===== config.mk =====
export PLATFORM = sky130hd
export DESIGN_NAME = sss_selector
export DESIGN_NICKNAME = d
export VERILOG_FILES = /design/src/rtl/sss_pkg.sv /design/src/rtl/sss_ramp.sv /design/src/rtl/sss_selector.sv /design/src/rtl/sss_sync.sv
export VERILOG_INCLUDE_DIRS = /design/src /design/src/rtl
export SDC_FILE = /design/constraint.sdc
export NUM_CORES = 1
export LEC_CHECK = 0
export ABC_AREA = 1
export BUFFER_PORTS_ARGS = -buffer_cell sky130_fd_sc_hd__buf_2
export CAP_MARGIN = 40
export CORE_AREA = 2 2 245 247
export CTS_CLUSTER_DIAMETER = 60
export CTS_CLUSTER_SIZE = 14
export DETAILED_ROUTE_END_ITERATION = 16
export DIE_AREA = 0 0 247 249
export SKIP_CTS_REPAIR_TIMING = 1
export SLEW_MARGIN = 15
export SYNTH_ARGS = -nofsm -noshare
export SYNTH_HDL_FRONTEND = slang
export SYNTH_SLANG_ARGS = --single-unit
export TNS_END_PERCENT = 5

===== constraint.sdc =====
create_clock -name CORE_CLK -period 6.1 [get_ports CORE_CLK]
set_input_delay 1.22 -clock CORE_CLK [delete_from_list [all_inputs] [get_ports CORE_CLK]]
set_output_delay 1.22 -clock CORE_CLK [all_outputs]
set_load 0.1 [all_outputs]

===== src/rtl/sss_consts.svh =====
// Constants of the speed setpoint selector: register offsets, field positions,
// reset values and timing counts.
// Assumes inclusion by bare name from the package and from the ramp and selector modules.
`ifndef SSS_CONSTS_SVH
`define SSS_CONSTS_SVH

// ----------------------------------------------------------------------------
// Register byte offsets
// ----------------------------------------------------------------------------
`define SSS_OFS_CTRL      8'h00
`define SSS_OFS_ASSIGN    8'h04
`define SSS_OFS_MIN_SP    8'h08
`define SSS_OFS_DEF_SP    8'h0c
`define SSS_OFS_MAX_SP    8'h10
`define SSS_OFS_UP_RATE   8'h14
`define SSS_OFS_DN_RATE   8'h18
`define SSS_OFS_STATUS    8'h1c
`define SSS_OFS_SETPOINT  8'h20
`define SSS_OFS_IRQ_STAT  8'h24
`define SSS_OFS_IRQ_CLR   8'h28
`define SSS_OFS_IRQ_EN    8'h2c
`define SSS_OFS_TABLE     8'h40
`define SSS_TABLE_MASK    8'hc0

// ----------------------------------------------------------------------------
// Field positions
// ----------------------------------------------------------------------------
`define SSS_CTRL_SRC_LSB    0
`define SSS_CTRL_STEPS_LSB  2
`define SSS_CTRL_FB_BIT     4
`define SSS_ST_STEP_LSB     0
`define SSS_ST_BITS_LSB     4
`define SSS_ST_CHG_BIT      8
`define SSS_ST_AN1F_BIT     9
`define SSS_ST_AN2F_BIT     10
`define SSS_ST_SRC_LSB      11
`define SSS_IRQ_STEP_BIT    0
`define SSS_IRQ_FAIL_BIT    1
`define SSS_IRQ_CHG_BIT     2

// ----------------------------------------------------------------------------
// Reset values
// ----------------------------------------------------------------------------
`define SSS_RST_ASSIGN   8'he4
`define SSS_RST_MIN_SP   16'h0000
`define SSS_RST_DEF_SP   16'h0000
`define SSS_RST_MAX_SP   16'hffff
`define SSS_RST_RATE     16'h0001

// ----------------------------------------------------------------------------
// Timing
// ----------------------------------------------------------------------------
`define SSS_CLK_PERIOD_NS   25
`define SSS_RAMP_TICK_NS    1000000
`define SSS_RAMP_TICK_CYC   (`SSS_RAMP_TICK_NS / `SSS_CLK_PERIOD_NS)

`endif


===== src/rtl/sss_pkg.sv =====
// Types of the speed setpoint selector.
// Assumes the constants header is on the include path.
`include "sss_consts.svh"

package sss_pkg;

   typedef enum logic [1:0] {
      SSS_SRC_STEP,
      SSS_SRC_ANALOG,
      SSS_SRC_POT,
      SSS_SRC_RSVD
   } sss_src_t;

   typedef enum logic [1:0] {
      SSS_STEPS_16,
      SSS_STEPS_8,
      SSS_STEPS_4,
      SSS_STEPS_RSVD
   } sss_steps_t;

   typedef struct packed {
      sss_src_t src;
      sss_steps_t steps;
      logic fb_default;
      logic [3:0][1:0] assign_sel;
      logic [15:0] min_sp;
      logic [15:0] def_sp;
      logic [15:0] max_sp;
      logic [15:0] up_rate;
      logic [15:0] dn_rate;
      logic [15:0][15:0] speed_tab;
      logic [3:0] step;
      logic [3:0] step_bits;
      logic chg;
      logic fail;
      logic [15:0] setpoint;
      logic [2:0] irq_stat;
      logic [2:0] irq_en;
      logic [31:0] rdata;
   } sss_top_state_t;

   typedef struct packed {
      logic [31:0] tick_cnt;
      logic [15:0] value;
   } sss_ramp_state_t;

endpackage : sss_pkg


===== src/rtl/sss_ramp.sv =====
// Digital potentiometer: up/down keys ramp a setpoint at programmable rates.
// Assumes key levels are already synchronised and min does not exceed max.
`include "sss_consts.svh"
module sss_ramp
   import sss_pkg::*;
#(
   parameter int TICK_CYC = `SSS_RAMP_TICK_CYC
) (
   input wire logic CLK,               // System clock
   input wire logic RST_N,             // Synchronous reset, active low
   input wire logic EN,                // Ramp active
   input wire logic UP,                // Increase key level
   input wire logic DN,                // Decrease key level
   input wire logic [15:0] UP_RATE,    // Increment per tick
   input wire logic [15:0] DN_RATE,    // Decrement per tick
   input wire logic [15:0] MIN_SP,     // Lower clamp
   input wire logic [15:0] MAX_SP,     // Upper clamp
   output logic [15:0] VALUE           // Ramped setpoint
);

   sss_ramp_state_t q, d;
   logic tick;
   logic [16:0] sum;

   assign tick = (q.tick_cnt == 32'(TICK_CYC - 1));

   always_comb begin
      d = q;
      sum = '0;
      d.tick_cnt = tick ? '0 : q.tick_cnt + 32'h1;
      // Both keys at once cancel rather than fight
      if (EN && tick && UP && !DN) begin                                    // RL10
         sum = {1'b0, q.value} + {1'b0, UP_RATE};
         d.value = (sum > {1'b0, MAX_SP}) ? MAX_SP : sum[15:0];
      end else if (EN && tick && DN && !UP) begin                           // RL10
         // Widened so a limit near full scale cannot wrap the floor test
         d.value = ({1'b0, q.value} < {1'b0, MIN_SP} + {1'b0, DN_RATE}) ?
                   MIN_SP : q.value - DN_RATE;
      end
      // Keeps the value inside the window after software moves the limits
      if (d.value < MIN_SP) begin
         d.value = MIN_SP;
      end else if (d.value > MAX_SP) begin
         d.value = MAX_SP;
      end
   end

   always_ff @(posedge CLK) begin
      if (!RST_N) begin
         q <= '0;
      end else begin
         q <= d;
      end
   end

   assign VALUE = q.value;

endmodule : sss_ramp


===== src/rtl/sss_selector.sv =====
// Speed setpoint selector: step switches, analogue adjusters or a digital
// potentiometer produce the governor speed setpoint.
// Assumes a plain register port driven by a master on the same clock, analogue
// words already converted and synchronous, switches and keys asynchronous.
//
// Behaviour
// (RL1) Source register picks steps, analogue, potentiometer
// (RL2) Four switches decode binary step, bit3 MSB
// (RL3) Decoded step number readable as status
// (RL4) Each step switch state readable separately
// (RL5) Four inputs each assignable to step bit
// (RL6) Sixteen-entry speed table indexed by step
// (RL7) Eight or four step modes mask bits
// (RL8) Changeover selects analogue second setpoint
// (RL9) Failed analogue replaced by minimum or default
// (RL10) Keys ramp setpoint up/down at rates
// (RL11) Switches and keys pass two-flop synchroniser
`include "sss_consts.svh"
module sss_selector
   import sss_pkg::*;
#(
   parameter int RAMP_TICK_CYC = `SSS_RAMP_TICK_CYC
) (
   input wire logic CORE_CLK,          // System clock, 40 MHz
   input wire logic RST_N,             // Synchronous reset, active low
   input wire logic [7:0] ADDR,        // Register byte address
   input wire logic [31:0] WDATA,      // Register write data
   input wire logic WR_STB,            // Write strobe
   input wire logic RD_STB,            // Read strobe
   output logic [31:0] RDATA,          // Read data, cycle after strobe
   input wire logic [3:0] SW_IN,       // Raw switch inputs
   input wire logic KEY_UP,            // Raw increase key
   input wire logic KEY_DN,            // Raw decrease key
   input wire logic SETP2_SEL,         // Raw changeover switch
   input wire logic [15:0] AN1_VALUE,  // First analogue setpoint
   input wire logic AN1_FAIL,          // First analogue signal lost
   input wire logic [15:0] AN2_VALUE,  // Second analogue setpoint
   input wire logic AN2_FAIL,          // Second analogue signal lost
   output logic [15:0] SETPOINT,       // Selected speed setpoint
   output logic [3:0] STEP,            // Decoded speed step
   output logic IRQ                    // Level interrupt
);

   // -------------------------------------------------------------------------
   // Helpers
   // -------------------------------------------------------------------------
   function automatic logic is_table(input logic [7:0] a);
      return (a & `SSS_TABLE_MASK) == `SSS_OFS_TABLE && a[1:0] == 2'b00;
   endfunction : is_table

   function automatic logic [15:0] fallback(input logic [15:0] v, input logic failed,
                                            input logic use_def, input logic [15:0] mn,
                                            input logic [15:0] df);
      if (!failed) begin
         return v;
      end
      return use_def ? df : mn;
   endfunction : fallback

   // -------------------------------------------------------------------------
   // Input synchronisation
   // -------------------------------------------------------------------------
   logic [6:0] sync_out;
   logic [3:0] sw_s;
   logic up_s;
   logic dn_s;
   logic chg_s;

   sss_sync #(
      .WIDTH(7)
   ) u_sync (
      .CLK(CORE_CLK),
      .RST_N(RST_N),
      .D({SETP2_SEL, KEY_DN, KEY_UP, SW_IN}),                              // RL11
      .Q(sync_out)
   );

   assign sw_s = sync_out[3:0];
   assign up_s = sync_out[4];
   assign dn_s = sync_out[5];
   assign chg_s = sync_out[6];

   // -------------------------------------------------------------------------
   // Digital potentiometer
   // -------------------------------------------------------------------------
   sss_top_state_t q, d;
   logic [15:0] pot_value;

   sss_ramp #(
      .TICK_CYC(RAMP_TICK_CYC)
   ) u_ramp (
      .CLK(CORE_CLK),
      .RST_N(RST_N),
      .EN(q.src == SSS_SRC_POT && !q.chg),
      .UP(up_s),
      .DN(dn_s),
      .UP_RATE(q.up_rate),
      .DN_RATE(q.dn_rate),
      .MIN_SP(q.min_sp),
      .MAX_SP(q.max_sp),
      .VALUE(pot_value)
   );

   // -------------------------------------------------------------------------
   // Next-state logic
   // -------------------------------------------------------------------------
   logic [3:0] bits;
   logic [3:0] step_n;
   logic [15:0] sp1;
   logic [15:0] sp_n;
   logic fail_n;
   logic [2:0] ev;
   logic [31:0] status;

   always_comb begin
      d = q;
      bits = '0;
      step_n = '0;
      sp1 = '0;
      sp_n = '0;
      fail_n = 1'b0;
      ev = '0;
      status = '0;

      // Each step bit reads the input that software assigned to it
      for (int k = 0; k < 4; k++) begin
         bits[k] = sw_s[q.assign_sel[k]];                                   // RL5
      end
      d.step_bits = bits;                                                   // RL4

      // Unused upper switches are ignored in the reduced step modes
      unique case (q.steps)
         SSS_STEPS_8: step_n = {1'b0, bits[2:0]};                           // RL7
         SSS_STEPS_4: step_n = {2'b00, bits[1:0]};                          // RL7
         default: step_n = bits;                                            // RL2
      endcase
      d.step = step_n;                                                      // RL3
      d.chg = chg_s;

      // First setpoint source
      unique case (q.src)
         SSS_SRC_ANALOG: begin
            sp1 = fallback(AN1_VALUE, AN1_FAIL, q.fb_default,
                           q.min_sp, q.def_sp);                             // RL9
         end
         SSS_SRC_POT: sp1 = pot_value;                                      // RL10
         default: sp1 = q.speed_tab[q.step];                                // RL1 RL6
      endcase

      // Changeover forces the analogue second setpoint
      if (q.chg) begin
         sp_n = fallback(AN2_VALUE, AN2_FAIL, q.fb_default,
                         q.min_sp, q.def_sp);                               // RL8 RL9
         fail_n = AN2_FAIL;
      end else begin
         sp_n = sp1;
         fail_n = (q.src == SSS_SRC_ANALOG) && AN1_FAIL;
      end
      d.setpoint = sp_n;
      d.fail = fail_n;

      // Events: step change, failure of the active analogue, changeover
      ev[`SSS_IRQ_STEP_BIT] = (step_n != q.step);
      ev[`SSS_IRQ_FAIL_BIT] = fail_n && !q.fail;
      ev[`SSS_IRQ_CHG_BIT] = (chg_s != q.chg);

      // Register writes
      if (WR_STB) begin
         if (is_table(ADDR)) begin
            d.speed_tab[ADDR[5:2]] = WDATA[15:0];                           // RL6
         end else begin
            unique case (ADDR)
               `SSS_OFS_CTRL: begin
                  d.src = sss_src_t'(WDATA[`SSS_CTRL_SRC_LSB +: 2]);        // RL1
                  d.steps = sss_steps_t'(WDATA[`SSS_CTRL_STEPS_LSB +: 2]);
                  d.fb_default = WDATA[`SSS_CTRL_FB_BIT];
               end
               `SSS_OFS_ASSIGN: d.assign_sel = WDATA[7:0];                  // RL5
               `SSS_OFS_MIN_SP: d.min_sp = WDATA[15:0];
               `SSS_OFS_DEF_SP: d.def_sp = WDATA[15:0];
               `SSS_OFS_MAX_SP: d.max_sp = WDATA[15:0];
               `SSS_OFS_UP_RATE: d.up_rate = WDATA[15:0];
               `SSS_OFS_DN_RATE: d.dn_rate = WDATA[15:0];
               `SSS_OFS_IRQ_CLR: d.irq_stat = q.irq_stat & ~WDATA[2:0];
               `SSS_OFS_IRQ_EN: d.irq_en = WDATA[2:0];
               default: ;
            endcase
         end
      end
      // Set after clear so a simultaneous event is never lost
      d.irq_stat = d.irq_stat | ev;

      // Status word
      status[`SSS_ST_STEP_LSB +: 4] = q.step;                               // RL3
      status[`SSS_ST_BITS_LSB +: 4] = q.step_bits;                          // RL4
      status[`SSS_ST_CHG_BIT] = q.chg;
      status[`SSS_ST_AN1F_BIT] = AN1_FAIL;
      status[`SSS_ST_AN2F_BIT] = AN2_FAIL;
      status[`SSS_ST_SRC_LSB +: 2] = q.src;

      // Register reads: data only in the cycle after the strobe
      d.rdata = '0;
      if (RD_STB) begin
         if (is_table(ADDR)) begin
            d.rdata = {16'h0000, q.speed_tab[ADDR[5:2]]};
         end else begin
            unique case (ADDR)
               `SSS_OFS_CTRL: begin
                  d.rdata[`SSS_CTRL_SRC_LSB +: 2] = q.src;
                  d.rdata[`SSS_CTRL_STEPS_LSB +: 2] = q.steps;
                  d.rdata[`SSS_CTRL_FB_BIT] = q.fb_default;
               end
               `SSS_OFS_ASSIGN: d.rdata = {24'h000000, q.assign_sel};
               `SSS_OFS_MIN_SP: d.rdata = {16'h0000, q.min_sp};
               `SSS_OFS_DEF_SP: d.rdata = {16'h0000, q.def_sp};
               `SSS_OFS_MAX_SP: d.rdata = {16'h0000, q.max_sp};
               `SSS_OFS_UP_RATE: d.rdata = {16'h0000, q.up_rate};
               `SSS_OFS_DN_RATE: d.rdata = {16'h0000, q.dn_rate};
               `SSS_OFS_STATUS: d.rdata = status;
               `SSS_OFS_SETPOINT: d.rdata = {16'h0000, q.setpoint};
               `SSS_OFS_IRQ_STAT: d.rdata = {29'h00000000, q.irq_stat};
               `SSS_OFS_IRQ_EN: d.rdata = {29'h00000000, q.irq_en};
               default: d.rdata = '0;
            endcase
         end
      end
   end

   // -------------------------------------------------------------------------
   // State register
   // -------------------------------------------------------------------------
   always_ff @(posedge CORE_CLK) begin
      if (!RST_N) begin
         q <= '0;
         q.assign_sel <= `SSS_RST_ASSIGN;
         q.min_sp <= `SSS_RST_MIN_SP;
         q.def_sp <= `SSS_RST_DEF_SP;
         q.max_sp <= `SSS_RST_MAX_SP;
         q.up_rate <= `SSS_RST_RATE;
         q.dn_rate <= `SSS_RST_RATE;
      end else begin
         q <= d;
      end
   end

   assign RDATA = q.rdata;
   assign SETPOINT = q.setpoint;
   assign STEP = q.step;
   assign IRQ = |(q.irq_stat & q.irq_en);

endmodule : sss_selector


===== src/rtl/sss_sync.sv =====
// Two-stage synchroniser for a group of asynchronous levels.
// Assumes each bit is an independent level; no bus coherency is implied.
module sss_sync
   import sss_pkg::*;
#(
   parameter int WIDTH = 7
) (
   input wire logic CLK,               // System clock
   input wire logic RST_N,             // Synchronous reset, active low
   input wire logic [WIDTH-1:0] D,     // Asynchronous levels
   output logic [WIDTH-1:0] Q          // Synchronised levels
);

   typedef struct packed {
      logic [WIDTH-1:0] s1;
      logic [WIDTH-1:0] s2;
   } sss_sync_state_t;

   sss_sync_state_t q, d;

   // First stage feeds only the second stage
   always_comb begin
      d = q;
      d.s1 = D;
      d.s2 = q.s1;
   end

   always_ff @(posedge CLK) begin
      if (!RST_N) begin
         q <= '0;
      end else begin
         q <= d;
      end
   end

   assign Q = q.s2;

endmodule : sss_sync


Word level (Yosys, flattened, before mapping)
Index checks and enable logic that the tools add are counted.
Word-level totals
  word-level logic and storage cells: 152
  bits in registers: 475
Operators by class
  reductions and logical operators: 29
  magnitude comparators: 11
  muxes and demuxes: 41
  add/sub/neg operators: 4
  bitwise gates (word level): 7
  eq/ne operators: 19
Operators with widths (number)
  $bwmux W256: 1
  $mux W16: 16
  $bmux W16 S4: 2
  $pmux W11 S8: 1
  $demux W16 S4: 1
  $pmux W5 S11: 1
  $add A16 B16 Y17: 2
  $add A32 B1 Y32 const B: 1
  $eq A32 B16 Y1 const B: 1
  $eq A8 B5 Y1 const B: 4
  $eq A8 B6 Y1 const B: 4
  $pmux W16 S2: 1
  $reduce_and A3 Y1: 8
  $gt A17 B16 Y1: 1
  $lt A16 B17 Y1: 1
  $eq A8 B4 Y1 const B: 2
  $gt A16 B16 Y1: 1
  $lt A16 B16 Y1: 1
  $sub A16 B16 Y16: 1
  $lt A2 B3 Y1 const B: 4
  $mux W6: 2
  $logic_and A1 B1 Y1: 10
  $lt A4 B5 Y1 const B: 2
  $mux W1: 9
  19 further kinds: 34

Depth between registers and ports, before layout
Gate-level depths: netlist of run 1.
  depth in word-level cells: 10
  depth in mapped cells: 41
  depth with buffers taken out: 40

Modules after synthesis
A second synthesis of run 1 with hierarchy kept.
Unflattened totals
  cells, all modules: 4411
  area total of the unflattened synthesis: 28066.9 um2
By module, submodules not included
  sss_selector: area each 20835.0 um2, seq. area each 7907.6 um2, cells each 3305, instances 1
  sss_ramp: area each 6835.3 um2, seq. area each 960.9 um2, cells each 1063, instances 1
  sss_sync: area each 396.6 um2, seq. area each 280.3 um2, cells each 43, instances 1

Worst setup path before layout of run 1
Ideal clock, no wire load.
  kind: reg2reg
  start point: register q[388] (netlist name)
  end point: register u_ramp.q, in the netlist u_ramp.VALUE[13]
  buffers on the path: 2
  clock period less this slack: 5269 ps
  setup slack: 831 ps
  data required time: 5986 ps
  arrival time: 5156 ps
  stages on the path, launching flop included: 35
  cells stage by stage: dfxtp_1 > ha_1 > inv_1 > nor3_1 > nand2_1 > o211ai_1 > a21oi_1 > o21bai_1 > a21oi_1 > o21bai_1 > a21oi_1 > o21bai_1 > nand2_1 > nand2_1 > a21oi_1 > xor2_1 > ha_1 > a21oi_1 > nor2_1 > nor2_1 > nand3_1 > clkbuf_1 > o211ai_1 > o21ai_0 > a21oi_1 > ha_1 > nand2_1 > inv_1 > nand3_1 > a31oi_1 > a2111oi_0 > clkbuf_1 > nand3_1 > nand2_1 > nor2_1
Between the ends
  cells in the longest elaborated chain, start to end: 8
  elaborated cells on any way between the ends: 9
Ends and longest elaborated chain
  start: declaration: line sss_selector.sv:86  | sss_top_state_t q, d;
  $add A16 B16 Y17: line sss_ramp.sv:37  | d.value = ({1'b0, q.value} < {1'b0, MIN_SP} + {1'b0, DN_RATE}) ?
  $lt A16 B17 Y1: line sss_ramp.sv:37
  $mux W16: line sss_ramp.sv:37
  $mux W16: line sss_ramp.sv:35  | end else if (EN && tick && DN && !UP) begin
  $mux W16: line sss_ramp.sv:32  | if (EN && tick && UP && !DN) begin
  $gt A16 B16 Y1: line sss_ramp.sv:43  | end else if (d.value > MAX_SP) begin
  $mux W16: line sss_ramp.sv:43
  $mux W16 *: line sss_ramp.sv:41  | if (d.value < MIN_SP) begin
  end signal: assignment: line sss_ramp.sv:50  | q <= '0;
  end signal: assignment: line sss_ramp.sv:52  | q <= d;
  end: declaration: line sss_ramp.sv:21  | sss_ramp_state_t q, d;
Every way passes the cells marked *; elsewhere a longest branch is shown, timed or not.
A chain may end at the register's enable or synchronous reset.

Worst setup path in the final report of run 1
  start point: register q[320] (netlist name)
  end point: register u_ramp.q, in the netlist u_ramp.VALUE[3]
Between the ends
  cells in the longest elaborated chain, start to end: 8
  elaborated cells on any way between the ends: 10
Ends and longest elaborated chain (line)
  $add A16 B16 Y17: sss_ramp.sv:37
  $lt A16 B17 Y1: sss_ramp.sv:37
  $mux W16 *: sss_ramp.sv:37
  $mux W16 *: sss_ramp.sv:35
  $mux W16 *: sss_ramp.sv:32
  $gt A16 B16 Y1: sss_ramp.sv:43
  $mux W16: sss_ramp.sv:43
  $mux W16 *: sss_ramp.sv:41
Marks and branches as above.

==> run metrics, run 1 <==
leakage power=11.6 nW; crit path launch=q[320]; DR top layer=met5; Startpoint Class=register; Fin Setup TNS=0 ns; Final Hold Fails=0; worst skew pair latency=0.62 ns; element type at the critical path end=register; Hold Path Class=reg -> reg; Yosys reg bits=457; area grow syn2layout=11.4%; Clock Skew=0.0274 ns; dominant cells by area after synthesis=dfxtp_1 (35%), o21ai_0 (14%), a21oi_1 (12%); final hold slack=0.403 ns; Routed Antenna Nets=0; Worst Tran Pin Value=0.970 ns; required time of the critical path=6.59 ns; Num CTS Buffers=47; post-synth cell types=51; Worst Setup Path Type=reg -> reg; largest family of logic cells by synthesized area=compound AO/OA/AOI/OAI gates; cell row count=89; DIE AREA=61,500 sq um; vias in the first global route=24,740; All-Layer GR Usage=33.3%; DR WL/cell=23.0 um; FILL cells=5,921; Post-synth top flop=dfxtp_1; Final Max Tran Viols=0; Iter 0 DRT Violations=3,230; Layout Nets=3,994; mux cell area share after synthesis=0.0382%; via count=27,395; Async SR Flop Fraction=0%; GRT overflow=0; Die H=249 um; Critical Path End=u_ramp.VALUE[3]; antenna violations before repair=8; post-DP HPWL=69,500 um; RSZ-0062 raised after global routing=true; area share of fa/ha/maj cells after synthesis=5.62%; status=finished clean; most frequent CP cell=nand2_1; most common cell in the synthesized netlist=o21ai_0; most common library cells after synthesis=o21ai_0 (753), a21oi_1 (609), dfxtp_1 (457); Mapped Cells=3,828; Pwr Density=274 nW/um^2; worst r2r src=q[320]; compound-gate portion of the synthesized area=30.6%; largest area contributor in the synthesized netlist=dfxtp_1; max-cap violations=0; Root Driver=clkbuf_16; fin crit share=94.9%; Critical Path AT=6.27 ns; first-pass GRT wire length=156,000 um; r2r setup slk=0.31 ns; htree depth=2; R2R Path End=u_ramp.VALUE[3]; Synth Area in XOR/XNOR=1.50%; drt drc=0; Slew headroom=34.6%; Max stage delay on crit path=0.42 ns; TritonCTS sink count=457; Post-Synth Simple-Gate Area=16.4%; DR vias/cell=5.96; r2r worst-path depth=40; share of layout cells above drive strength 1=10.0%; Synth warnings=0; VDD IR-drop max=0.224 mV; Starting Density=44.7%; largest net degree at the start of global routing=221; GP Congestion=0.957; # port buffers=105; Fmax achieved=173 MHz; core area=58,700 sq um; total power=8.01 mW; Max FO, Critical Path=9; Worst Slack Setup Final=0.312 ns; CTS Buffer Depth=3; post-synthesis sequential area ratio=34.9%; number of flops mapped to enable cells by yosys=0; routed wl met3=10,100 um; Mapped Area=26,200 sq um; I/O pin cnt=138; pre-CTS worst setup slack=0.144 ns; post-synth top area share=34.9%; Syn Area/Cell=6.85 sq um; die width=247 um; final WL=106,000 um; CTS tree=done; Final min period=5.79 ns; DR WL met2=44,600 um; Reg clk slew, reported paths=0.07 ns; final setup vio count=0; Pre-antenna DRT Iters=6; metal1 wirelength=45,700 um; slowest CP cell=dfxtp_1
==> worst min-delay path by stage <==
stage                     cells after the start  slack [ns]           to        start
after floorplan                               2        0.39  u_sync.Q[0]  u_sync.d[0]
after global placement                        2        0.39  u_sync.Q[2]  u_sync.d[2]
after detailed placement                      2        0.40  u_sync.Q[6]  u_sync.d[6]
after CTS                                     2        0.41  u_sync.Q[0]  u_sync.d[0]
after global routing                          2        0.43  u_sync.Q[0]  u_sync.d[0]
final                                         2        0.40  u_sync.Q[0]  u_sync.d[0]
==> sequential cells by signal (all words and copies together), names as in the netlist <==
| name | cells |
|---|---|
| RDATA | 16 |
| SETPOINT | 16 |
| STEP | 4 |
| q | 359 |
| u_ramp.VALUE | 16 |
| u_ramp.q | 32 |
| u_sync.Q | 7 |
| u_sync.d | 7 |
==> routing by layer <==
metal	vias to the layer above	global-route usage [%]
li1	13008	-
met1	12651	46.4
met2	1452	49.8
met3	278	5.68
met4	6	15.5
met5	-	0
==> critical path, delay by kind of cell (launching register included) <==
kind	cells	cell delay [ns]
compound gates	14	2.12
buf+inv	4	0.46
flops	1	0.42
simple gates	18	1.70
fa+ha+maj	3	0.80
xor+xnor	1	0.14
==> area by class of cell <==
class	count	area (sq um)	share of cell area, %
Multi-Input combinational cell	2681	14500	49.7
Sequential cell	457	9160	31.4
Timing Repair Buffer	213	1580	5.40
Inverter	393	1480	5.08
Clock buffer	57	1240	4.26
Tap cell	773	967	3.31
Clock inverter	22	272	0.929
Antenna cell	1	2.50	0.00857
==> layout by cell type (no fill, tap or decap), types with 32 or more instances in the layout <==
master and instances:
clkbuf_16 51, ha_1 106, o211ai_1 35, o21ai_0 746, inv_1 376, nand2_1 438
nand4_1 43, buf_4 93, xor2_1 32, dfxtp_1 450, a21oi_1 601, nor2_1 177
buf_2 104, nand3_1 231
==> kinds of logic after synthesis <==
group           count (synthesis)
mux                             1
simple gates                  983
flops                         457
xor+xnor                       45
fa+ha+maj                     116
buf+inv                       705
compound gates               1520
other cells                     1
==> metrics by stage <==
step | cell area [sq um] | util, % | cells
floorplan | 26300 | - | 3843
global placement | 27200 | 46.3 | 4497
detailed placement | 27400 | 46.6 | 4506
CTS | 28900 | 49.2 | 4585
global route | 29200 | 49.8 | 4596
finish | 29200 | 49.8 | 4597
==> where the power goes <==
part           internal, mW  switching [mW]
Clock                  1.60            1.37
Combinational         0.695            1.24
Sequential             3.03          0.0691
Total                  5.33            2.68
(Power assumes the default switching activity.)
==> run 2: changes to the inputs <==
- GPL_TIMING_DRIVEN: unset -> 0
- PLACE_DENSITY: unset -> 0.59
==> run metrics, run 2 (synthesis gave the netlist of run 1 again) <==
first-pass GRT wire length=195,000 um (+25%); # port buffers=98 (-6.7%); FILL cells=6,173 (+4.3%); Worst Setup Path Type=reg -> reg; GRT overflow=0 (unchanged); VDD IR-drop max=0.249 mV (+11%); Startpoint Class=register; area grow syn2layout=14.7%; largest net degree at the start of global routing=15 (-93%); most frequent CP cell=nand2_1; Slew headroom=36.2% (+1.6 points); register area=9200 sq um (+0.38%); Worst Tran Pin Value=0.957 ns (-0.0134 ns); drt drc=0 (unchanged); slowest CP cell=dfxtp_1; cell row count=89 (unchanged); htree depth=2 (unchanged); Final min period=5.98 ns (+0.189 ns); vias in the first global route=26,794 (+8.3%); Max FO, Critical Path=8 (-1); CTS Buffer Depth=3 (unchanged); CTS tree=done; post-DP HPWL=111,000 um (+60%); final setup vio count=0 (unchanged); Hold Path Class=reg -> reg; Biggest register=q; Critical Path AT=6.49 ns (+0.22 ns); Placed Instances=4,739 (+5.2%); GP Congestion=1.10 (+15%); Clock Skew=0.0193 ns (-0.00815 ns); Final Hold Fails=0 (unchanged); TritonCTS sink count=457 (unchanged); leakage power=11.9 nW (+2.4%); Root Driver=clkbuf_16; most common cell after layout, fill and taps aside=o21ai_0; Routed Antenna Nets=0 (unchanged); Starting Density=44.7% (unchanged); required time of the critical path=6.61 ns (+0.02 ns); status=finished clean; Fmax achieved=167 MHz (-3.2%); All-Layer GR Usage=44.6% (+11 points); Worst Slack Setup Final=0.123 ns (-0.189 ns); Iter 0 DRT Violations=4,607 (+43%); Pre-antenna DRT Iters=6 (unchanged); most frequent cells in the layout=o21ai_0 (743), a21oi_1 (597), dfxtp_1 (440); DR WL/cell=29.3 um (+27%); Top Registers=q (359), u_ramp.q (32); Pwr Density=269 nW/um^2 (-1.7%); antenna violations before repair=8 (unchanged); die width=247 um (unchanged); DR vias/cell=6.28 (+5.4%); Die H=249 um (unchanged); core area=58,700 sq um (unchanged); I/O pin cnt=138 (unchanged); via count=30,449 (+11%); Fin Setup TNS=0 ns (unchanged); max-cap violations=0 (unchanged); Finished Layout Cells=4,847 (+5.4%); worst skew pair latency=0.62 ns (about the same); element type at the critical path end=register; Layout Nets=4,247 (+6.3%); pre-CTS worst setup slack=-0.504 ns (-0.647 ns); fin crit share=98.0% (+3.1 points); footprint of the multi-input gates=14,500 sq um (+0.20%); Final Max Tran Viols=0 (unchanged); final WL=142,000 um (+34%); Num CTS Buffers=47 (unchanged); Max stage delay on crit path=0.39 ns (-0.03 ns); share of layout cells above drive strength 1=9.75% (-0.26 points); Reg clk slew, reported paths=0.07 ns (about the same); DIE AREA=61,500 sq um (unchanged); max reg flops=359 (unchanged)
==> run 2: final timing paths <==
path	from	endpoint	slack, ns	cells after the start
setup / recovery	q[390]	u_ramp.VALUE[12]	0.12	40
hold reg to reg	u_sync.d[6]	u_sync.Q[6]	0.41	2
setup reg to reg	q[390]	u_ramp.VALUE[12]	0.12	40
hold / removal	u_sync.d[6]	u_sync.Q[6]	0.41	2
==> run 2: cell type report <==
class | count | area share, %
Sequential cell | 457 | 30.6
Tap cell | 773 | 3.22
Inverter | 393 | 4.93
Multi-Input combinational cell | 2681 | 48.4
Antenna cell | 4 | 0.0333
Clock buffer | 57 | 4.28
Clock inverter | 16 | 0.512
Buffer | 312 | 4.77
Timing Repair Buffer | 154 | 3.32
==> run 2: per-layer routing <==
metal	global-route usage (%)	part of all wire [%]	vias up
li1	-	-	13553
met1	61.3	40	14394
met2	61.0	39	2114
met3	15.0	14	386
met4	23.4	6.4	2
met5	0	0.0078	-
==> run 2: metrics by stage <==
step	instance area, sq um	hold slack (ns)	power, mW	util, %
after floorplan	26300	0.390	4.39	-
after global placement	27700	0.396	5.01	47.3
after detailed placement	28000	0.397	5.02	47.8
after CTS	29500	0.412	7.84	50.2
after global routing	30100	0.421	8.36	51.2
final	30100	0.411	8.10	51.2
==> run 2: power breakdown <==
group / switching, mW / total, mW / internal [mW]
Sequential: 0.130 / 3.16 / 3.03
Clock: 1.36 / 2.88 / 1.52
Combinational: 1.37 / 2.06 / 0.693
==> run 2: critical path: cells and delay by family, from the launching register on <==
| family | cells | cell delay, ns |
|---|---|---|
| compound gates | 14 | 1.98 |
| xor+xnor | 1 | 0.18 |
| fa+ha+maj | 3 | 0.99 |
| buf+inv | 4 | 0.51 |
| flops | 1 | 0.39 |
| simple gates | 18 | 1.77 |
